[src/hdl/psr_pkg.sv]
/*
 * Shared constants and carrier types for the parallel-in, serial-out
 * shift register with input storage.
 * Assumes a single 50 MHz system clock; all host inputs synchronous to it.
 */
package psr_pkg;

    // ----------------------------------------------------------------
    // widths and reset values
    // ----------------------------------------------------------------
    localparam int           PSR_WIDTH      = 8;
    localparam int           PSR_FIFO_DEPTH = 4;
    localparam int           PSR_FIFO_WIDTH = 1;
    localparam logic [7:0]   PSR_STORE_RST  = 8'h00;
    localparam logic [7:0]   PSR_SHIFT_RST  = 8'h00;
    localparam logic [7:0]   PSR_CLEARED    = 8'h00;
    localparam logic         PSR_CLK_RST    = 1'b0;

    // ----------------------------------------------------------------
    // host control carrier
    // ----------------------------------------------------------------
    typedef struct packed {
        logic storage_clock;
        logic shift_clock;
        logic parallel_load_n;
        logic shift_clear_n;
        logic serial_in;
    } psr_ctrl_type;

    // action taken on the shift register in one cycle
    typedef enum logic [2:0] {
        PSR_HOLD,
        PSR_CLEAR,
        PSR_LOAD_PINS,
        PSR_LOAD_STORE,
        PSR_SHIFT
    } psr_action_type;

endpackage : psr_pkg

[src/hdl/psr_top.sv]
/*
 * Parallel-in, serial-out shift register with an input storage register,
 * plus a small FIFO collecting each bit shifted out of the last stage while it has room.
 * Assumes every input is synchronous to clock_i; storage_clock and
 * shift_clock are sampled levels whose rising edges are detected here.
 */
// Behaviour
// - two 8-bit holders: storage register from pins, loadable/serial shift register.
// - storage updates only on storage_clock edges; shift register on shift_clock edges or on load and clear levels.
// - every storage_clock rising edge captures parallel_in into storage register.
// - storage edge with load low, clear high passes new pins into shift register.
// - load low, clear high copies storage into shift register without clock edge.
// - clear low, load high zeroes shift register; storage register untouched.
// - shift only on shift_clock rising edge while load and clear both high.
// - on shift, stage n takes stage n-1, stage 0 takes serial_in.
`timescale 1ns/1ns

module psr_fifo #(
    parameter int WIDTH = 1,
    parameter int DEPTH = 4
) (
    input  wire logic             clock_i,
    input  wire logic             resetn_i,
    input  wire logic             in_valid_i,
    input  wire logic [WIDTH-1:0] in_data_i,
    output logic                  in_ready_o,
    output logic                  out_valid_o,
    output logic      [WIDTH-1:0] out_data_o,
    input  wire logic             out_ready_i
);
    localparam int CW = $clog2(DEPTH + 1);

    logic [WIDTH-1:0] mem_q [DEPTH];
    logic [CW-1:0]    count_q;
    logic [CW-1:0]    count_d;
    logic             push;
    logic             pop;

    assign push = in_valid_i & in_ready_o;
    assign pop  = out_valid_o & out_ready_i;

    // ----------------------------------------------------------------
    // occupancy and flags
    // ----------------------------------------------------------------
    // flags are registered from the next count so both ports see plain
    // flops; a full buffer therefore refuses a push even when its head
    // leaves in the same cycle

    always_comb begin
        count_d = count_q;
        if (push && !pop) begin
            count_d = CW'(count_q + 1'b1);
        end else if (pop && !push) begin
            count_d = CW'(count_q - 1'b1);
        end
    end

    always_ff @(posedge clock_i or negedge resetn_i) begin
        if (!resetn_i) begin
            count_q     <= '0;
            out_valid_o <= 1'b0;
            in_ready_o  <= 1'b1;
        end else begin
            count_q     <= count_d;
            out_valid_o <= (count_d != '0);
            in_ready_o  <= (count_d != CW'(DEPTH));
        end
    end

    // ----------------------------------------------------------------
    // entries shift toward the head so the output is a plain flop
    // ----------------------------------------------------------------
    genvar gi;
    generate
        for (gi = 0; gi < DEPTH; gi++) begin : g_entry
            // the top entry has nothing above it; a pop loads it with zero unless the input lands there
            logic [WIDTH-1:0] upper;
            if (gi == DEPTH - 1) begin : g_top
                assign upper = '0;
            end else begin : g_mid
                assign upper = mem_q[gi+1];
            end
            always_ff @(posedge clock_i or negedge resetn_i) begin
                if (!resetn_i) begin
                    mem_q[gi] <= '0;
                end else if (pop) begin
                    mem_q[gi] <= (push && CW'(gi + 1) == count_q) ? in_data_i : upper;
                end else if (push && CW'(gi) == count_q) begin
                    mem_q[gi] <= in_data_i;
                end
            end
        end
    endgenerate

    assign out_data_o = mem_q[0];
endmodule // psr_fifo

module psr_top
    import psr_pkg::*;
(
    input  wire logic                 clock_i,
    input  wire logic                 resetn_i,
    input  wire psr_ctrl_type         ctrl_i,
    input  wire logic [PSR_WIDTH-1:0] parallel_in_i,
    output logic                      serial_out_o,
    output logic                      shift_ready_o,
    output logic                      bit_valid_o,
    output logic                      bit_data_o,
    input  wire logic                 bit_ready_i
);
    logic [PSR_WIDTH-1:0] store_q;
    logic [PSR_WIDTH-1:0] shift_q;
    logic                 stor_clk_q;
    logic                 shift_clk_q;
    logic                 stor_edge;
    logic                 shift_edge;
    logic                 load_act;
    logic                 clear_act;
    psr_action_type       action;

    // ----------------------------------------------------------------
    // clock edge detection
    // ----------------------------------------------------------------
    // detectors start low, matching the idle level of both clock pins;
    // a pin already high when reset lifts counts as one rising edge
    always_ff @(posedge clock_i or negedge resetn_i) begin
        if (!resetn_i) begin
            stor_clk_q  <= PSR_CLK_RST;
            shift_clk_q <= PSR_CLK_RST;
        end else begin
            stor_clk_q  <= ctrl_i.storage_clock;
            shift_clk_q <= ctrl_i.shift_clock;
        end
    end

    assign stor_edge  = ctrl_i.storage_clock & ~stor_clk_q;
    assign shift_edge = ctrl_i.shift_clock & ~shift_clk_q;
    assign load_act   = ~ctrl_i.parallel_load_n;
    assign clear_act  = ~ctrl_i.shift_clear_n;

    // ----------------------------------------------------------------
    // storage register
    // ----------------------------------------------------------------
    // clear never reaches here; only the storage clock moves this register
    always_ff @(posedge clock_i or negedge resetn_i) begin
        if (!resetn_i) begin
            store_q <= PSR_STORE_RST;
        end else if (stor_edge) begin
            store_q <= parallel_in_i;
        end
    end

    // ----------------------------------------------------------------
    // shift register action select
    // ----------------------------------------------------------------
    // load and clear together is illegal for the host; clear is given
    // priority so the register at least settles to a known value;
    // a storage edge during load hands the pins straight through, since
    // the stored copy would only catch up one cycle later
    always_comb begin
        if (clear_act) begin
            action = PSR_CLEAR;
        end else if (load_act && stor_edge) begin
            action = PSR_LOAD_PINS;
        end else if (load_act) begin
            action = PSR_LOAD_STORE;
        end else if (shift_edge) begin
            action = PSR_SHIFT;
        end else begin
            action = PSR_HOLD;
        end
    end

    // level-held load and clear act on every edge, one cycle behind the pin
    always_ff @(posedge clock_i or negedge resetn_i) begin
        if (!resetn_i) begin
            shift_q <= PSR_SHIFT_RST;
        end else begin
            case (action)
                PSR_CLEAR:      shift_q <= PSR_CLEARED;
                PSR_LOAD_PINS:  shift_q <= parallel_in_i;
                PSR_LOAD_STORE: shift_q <= store_q;
                PSR_SHIFT:      shift_q <= {shift_q[PSR_WIDTH-2:0], ctrl_i.serial_in};
                default:        shift_q <= shift_q;
            endcase
        end
    end

    assign serial_out_o = shift_q[PSR_WIDTH-1];

    // ----------------------------------------------------------------
    // shifted-out bit buffer
    // ----------------------------------------------------------------
    // a bit offered while the buffer is full is lost; the host must
    // watch shift_ready_o before raising shift_clock
    psr_fifo #(
        .WIDTH (PSR_FIFO_WIDTH),
        .DEPTH (PSR_FIFO_DEPTH)
    ) u_fifo (
        .clock_i     (clock_i),
        .resetn_i    (resetn_i),
        .in_valid_i  (action == PSR_SHIFT),
        .in_data_i   (shift_q[PSR_WIDTH-1]),
        .in_ready_o  (shift_ready_o),
        .out_valid_o (bit_valid_o),
        .out_data_o  (bit_data_o),
        .out_ready_i (bit_ready_i)
    );
endmodule // psr_top

[config.mk]
export PLATFORM = sky130hd
export DESIGN_NAME = psr_top
export DESIGN_NICKNAME = d
export VERILOG_FILES = /design/src/hdl/psr_pkg.sv /design/src/hdl/psr_top.sv
export SDC_FILE = /design/constraint.sdc
export NUM_CORES = 1
export LEC_CHECK = 0
export BUFFER_PORTS_ARGS = -buffer_cell sky130_fd_sc_hd__buf_2
export CAP_MARGIN = 20
export CORE_MARGIN = 2
export CORE_UTILIZATION = 45
export CTS_BUF_LIST = sky130_fd_sc_hd__clkbuf_4 sky130_fd_sc_hd__clkbuf_8 sky130_fd_sc_hd__clkbuf_16
export CTS_CLUSTER_DIAMETER = 100
export DETAILED_ROUTE_END_ITERATION = 8
export GPL_TIMING_DRIVEN = 1
export MAX_ROUTING_LAYER = met4
export PLACE_DENSITY = 0.72
export SLEW_MARGIN = 15
export SYNTH_ARGS = -nofsm -noshare
export SYNTH_HDL_FRONTEND = slang
export SYNTH_SLANG_ARGS = --single-unit
[constraint.sdc]
create_clock -name clock_i -period 2.4 [get_ports clock_i]
set_input_delay 0.72 -clock clock_i [delete_from_list [all_inputs] [get_ports clock_i]]
set_output_delay 0.72 -clock clock_i [all_outputs]
set_load 0.05 [all_outputs]
# Word level (Yosys, flattened, before mapping)
# Index checks and enable logic that the tools add are counted.
# W data, S select, Z words.
[classes]
n_addsub = 2
eq_ne = 9
n_mux = 16
bitwise_logic = 7
reduce_logical = 14
[ops]
columns = ["op", "n"]
rows = [
  ["$pmux W8 S4", 1],
  ["$mux W3", 6],
  ["$mux W1", 9],
  ["$logic_and A1 B1 Y1", 8],
  ["$eq A2 B3 Y1 const A", 2],
  ["$eq A3 B2 Y1 const B", 2],
  ["$and A1 B1 Y1", 4],
  ["$reduce_bool A4 Y1", 1],
  ["$add A3 B1 Y3 const B", 1],
  ["$eq A1 B3 Y1 const A", 1],
  ["$eq A3 B1 Y1 const B", 1],
  ["$eq A3 B3 Y1 const A", 1],
  ["$eq A3 B3 Y1 const B", 1],
  ["$logic_not A3 Y1", 1],
  ["$ne A3 B3 Y1 const B", 1],
  ["$not A1 Y1", 3],
  ["$reduce_bool A3 Y1", 1],
  ["$sub A3 B1 Y3 const B", 1],
  ["$logic_not A1 Y1", 2],
  ["$reduce_bool A2 Y1", 1],
]
[word_totals]
register_bits = 27
inputBits = 16
elab_cells = 59

# Longest topological paths before layout
[depth]
ltp_word = 13
ltp_mapped = 6
depth_no_buf = 6

# Modules after synthesis
# From an unflattened synthesis, not the netlist that was laid out.
[hier_totals]
cells_unflattened = 111
area_unflattened_um2 = 1370.1
[by_module_without_submodules]
columns = ["module", "instances", "cells_each", "area_per_inst_um2"]
rows = [
  ["psr_top", 1, 50, 779.5],
  ["psr_fifo", 1, 61, 590.6],
]

# Worst setup path after synthesis
# OpenSTA, ideal clock, no wires.
[synth_timing]
kind = "input -> register"
from = "in ctrl_i[2] in the netlist's numbering"
to = "reg u_fifo.mem_q, in the netlist u_fifo.g_entry[0].upper"
arrival_time_ns = 1.611
required_time_ns = 2.273
path_slack_ns = 0.663
stages = 5
n_path_buf = 1
path_cell_list = "and4b_1 -> buf_6 -> and4_1 -> mux2i_1 -> o2bb2a_1"
[synth_via]
elab_chain_cells = 9
[synth_rtl]
columns = ["element", "line_no", "text"]
rows = [
  ["start: declaration", "psr_top.sv:103", "input wire psr_ctrl_type ctrl_i,"],
  ["$not A1 Y1", "psr_top.sv:138", "assign load_act = ~ctrl_i.parallel_load_n;"],
  ["$logic_and A1 B1 Y1", "psr_top.sv:163", "end else if (load_act && stor_edge) begin"],
  ["$mux W3 (*)", "psr_top.sv:163", ""],
  ["$mux W3 (*)", "psr_top.sv:161", "if (clear_act) begin"],
  ["$eq A3 B3 Y1 (*)", "psr_top.sv:202", ".in_valid_i (action == PSR_SHIFT),"],
  ["$and A1 B1 Y1 (*)", "psr_top.sv:39", "assign push = in_valid_i & in_ready_o;"],
  ["$logic_and A1 B1 Y1, on equally long branches", "psr_top.sv:88, psr_top.sv:87", ""],
  ["$mux W1, on equally long branches", "-", ""],
  ["$mux W1 (*)", "psr_top.sv:86", "end else if (pop) begin"],
  ["end signal: indexed assignment", "psr_top.sv:87", "mem_q[gi] <= (push && CW'(gi + 1) == count_q) ? in_data_i : upper;"],
  ["end signal: indexed assignment", "psr_top.sv:89", "mem_q[gi] <= in_data_i;"],
  ["end: declaration", "psr_top.sv:33", "logic [WIDTH-1:0] mem_q [DEPTH];"],
]
# Mark *: on every way between the ends. The rest lies on a longest branch, timed or not.
# A chain may end at the register's enable or synchronous reset.

# Final worst setup path
[layout_timing]
from = "reg u_fifo.in_ready_o"
to = "out shift_ready_o"
[layout_lines]
columns = ["element", "line_no", "text"]
rows = [
  ["start: declaration", "psr_top.sv:26", "output logic in_ready_o,"],
  ["start signal: assignment", "psr_top.sv:66", "in_ready_o <= (count_d != CW'(DEPTH));"],
  ["end: declaration", "psr_top.sv:106", "output logic shift_ready_o,"],
]
# No word-level cell between the ends.

==> results.py <==
metrics = {
    "pwr": {
        "leakagePower_nw": 0.724,
        "peakVddDrop_uv": 412,
        "switching_share_pct": 36.9,
        "p_per_area_nw_per_um2": 852,
        "p_seq_share_pct": 48.3,
        "total_power_mw": 1.29,
        "cellInternalPower_mw": 0.816,
        "combPwrFrac_pct": 35.9,
        "power.switching_mw": 0.477,
        "power.clock.fraction_pct": 15.8,
    },
    "placement": {
        "dp_slack_ns": 0.371,
        "dp_hpwl_um": 1840,
        "dp.cells": 172,
        "placed_cell_area_um2": 1490,
        "place.gp.congestion": 0.792,
        "numPortBuffers": 19,
    },
    "route": {
        "drc": 0,
        "vias_per_cell": 5.49,
        "wl_per_cell_um": 13.7,
        "drt_wl_total_um": 2420,
        "drtIter0Drc": 34,
        "detail-route-antenna-nets": 0,
        "num_vias": 966,
        "first_pass_iters": 4,
    },
    "sta": {
        "hold_violations": 0,
        "slew-limit-headroom_pct": 60.9,
        "fin_worst_skew_ns": 0.00509,
        "period_minus_slack_ns": 1.99,
        "rsz0062_at_grt": "no",
        "final-max-slew-violation-count": 0,
        "worstMarginPinSlew_ns": 0.586,
        "setup_viol": 0,
        "finalWorstSetupSlack_ns": 0.410,
        "clock.fmax_mhz": 503,
        "fin_setup_tns_ns": 0,
        "period_share_pct": 82.9,
    },
    "cells_and_area": {
        "design_area_um2": 1520,
        "drive_above_1_share_pct": 25.9,
        "fillers": 285,
        "syn_to_final_growth_pct": 10.6,
        "antenna-diode-count": 0,
        "finalNonFillerCells": 176,
        "nNetsFinal": 166,
    },
    "setup_path": {
        "startpoint": "u_fifo.in_ready_o$_DFF_PN1_",
        "critPathRequiredTime_ns": 1.68,
        "worstReg2RegStart": "shift_clk_q$_DFF_PN0_",
        "critPathMaxStageDelay_ns": 0.66,
        "path_class": "reg -> out",
        "cp.arrival_ns": 1.27,
        "critPathCaptureType": "output pin",
        "worst_setup_path_start_kind": "flop",
        "crit_path_cell_trace": "buf_2",
        "worst-path-max-fanout": 8,
        "critPathTopFamily": "flip-flops",
        "critPathBufInv": 1,
        "cp_slowest_cell": "dfstp_2",
    },
    "clocking": {
        "clk_latency_ns": 0.32,
        "cts.clk_slew.worst_paths_ns": 0.14,
        "cts_hold_buf": 0,
        "clk_path_buf_depth": 2,
        "cts_resized": 0,
        "cts_max_level": 1,
        "numClockSinks": 27,
        "cts_inserted_buffers": 3,
        "cts_tree": "yes",
        "postCtsSetupRepairBufs": 0,
        "cts_root_buf": "clkbuf_4",
    },
    "yosys": {
        "syn_nets": 145,
        "synth_most_common_cell": "dfrtp_1",
        "yosys-top-cells-count": "dfrtp_1 (26), nand2_1 (12), mux2_2 (9), nand2b_1 (9), a22oi_1 (8)",
        "yosysWarnings": 0,
        "synth_ff_type": "dfrtp_1",
        "syn-instance-count": 123,
        "async_reset_ff_share_pct": 100,
        "syn-cell-area_um2": 1370,
        "yosys_register_bits": 27,
        "yosysTopAreaCellShare_pct": 47.4,
        "synth_cell_type_count": 34,
        "ys_top_cells_by_area": "dfrtp_1 (47%), mux2_2 (7.4%), ha_1 (5.5%), a22oi_1 (4.4%), nand2b_1 (4.1%)",
        "synth_edf_count": 0,
        "synth_area_per_cell_um2": 11.1,
        "synth_top_cell_by_area": "dfrtp_1",
        "synth_seq_area_share_pct": 49.4,
    },
    "job": {
        "cap_violations": 0,
    },
    "floorplanning": {
        "core_um2": 2980,
        "start_util_pct": 46.1,
        "dieArea_um2": 3500,
        "rows": 20,
        "die_h_um": 59.2,
        "pin_count": 20,
        "fp.dieW_um": 59.2,
    },
    "worst_hold_path": {
        "hold_path.class": "in -> async",
    },
    "grt": {
        "globalRouteTotalUtil_pct": 16.4,
        "grtUsageMet2_pct": 28.3,
        "grt_pass1_vias": 965,
        "antenna_found_initial": 0,
        "grt_max_degree": 28,
        "top_usage_layer": "met2",
        "grt_overflow": 0,
        "grt_pass1_wl_um": 4220,
        "grt_use_met3_pct": 2.18,
        "use_met1_pct": 19.5,
    },
    "status": {
        "status": "completed",
    },
}
## cell type report
class	count	area (um^2)	area share [%]
timing repair buffer	21	110	7.26
inverter	6	22.5	1.49
clock buffer	4	30.0	1.98
multi-input combinational	85	636	41.9
tap	33	41.3	2.72
sequential	27	677	44.6
## state kept, by name, summed over array words and instances, names as in the netlist
name,flops
shift_q,8
store_q,8
u_fifo.count_q,3
u_fifo.g_entry.upper,3
shift_clk_q,1
stor_clk_q,1
u_fifo.in_ready_o,1
u_fifo.out_data_o,1
u_fifo.out_valid_o,1
## cells by family after synthesis
logic type                 count (synthesis)  synth area share, %
adders and majority gates                  6                 5.47
and+or+nand+nor                           40                 16.7
buffers and inverters                     11                 4.29
AOI/OAI and AO/OA                         23                 12.0
muxes                                     13                 10.3
xor gates and xnor gates                   3                 1.92
DFF                                       27                 49.4
## routing by layer
| metal | vias up | wire [um] |
|---|---|---|
| met5 | - | 0 |
| met1 | 470 | 1060 |
| li1 | 475 | - |
| met3 | 2 | 82 |
| met4 | 0 | 13 |
| met2 | 19 | 1260 |
## power by group through the flow
stage	combinational, mW	clock [mW]	sequential, mW
6_report	0.464	0.204	0.625
5_1_grt	0.525	0.231	0.641
4_1_cts	0.471	0.216	0.626
3_5_place_dp	0.467	0	0.636
3_3_place_gp	0.453	0	0.631
2_1_floorplan	0.306	0	0.678
## placed cells by master, fill, tap and decap left out, drive strengths merged, types with 2 or more instances in the layout
cell,instances
a21oi,3
a22oi,8
and4,2
buf,21
clkbuf,4
dfrtp,26
ha,6
inv,6
mux2,9
mux2i,4
nand2,13
nand2b,9
nand3,6
nor2,2
nor3,3
o211ai,2
o21ai,3
xnor2,3
## path summary, 6_finish.rpt
check,to,slack [ns],depth (start not counted)
max in group asynchronous,shift_q[2]$_DFFE_PN0P_,1.63,1
worst min register to register,store_q[0]$_DFFE_PN0P_,0.52,1
worst min-delay path,u_fifo.count_q[2]$_DFF_PN0_,0.38,1
min in group clock_i,stor_clk_q$_DFF_PN0_,0.51,1
worst max register to register,u_fifo.g_entry[0].upper$_DFF_PN0_,0.77,4
worst max-delay path,shift_ready_o,0.41,1
## per-stage QoR
stage	hold slack (ns)	util (%)
6_report	0.376	50.9
5_1_grt	0.409	50.9
4_1_cts	0.385	50.9
3_5_place_dp	0.487	49.9
3_3_place_gp	0.482	49.9
2_1_floorplan	0.424	-
No activity file was read; power rests on OpenSTA's default activity.
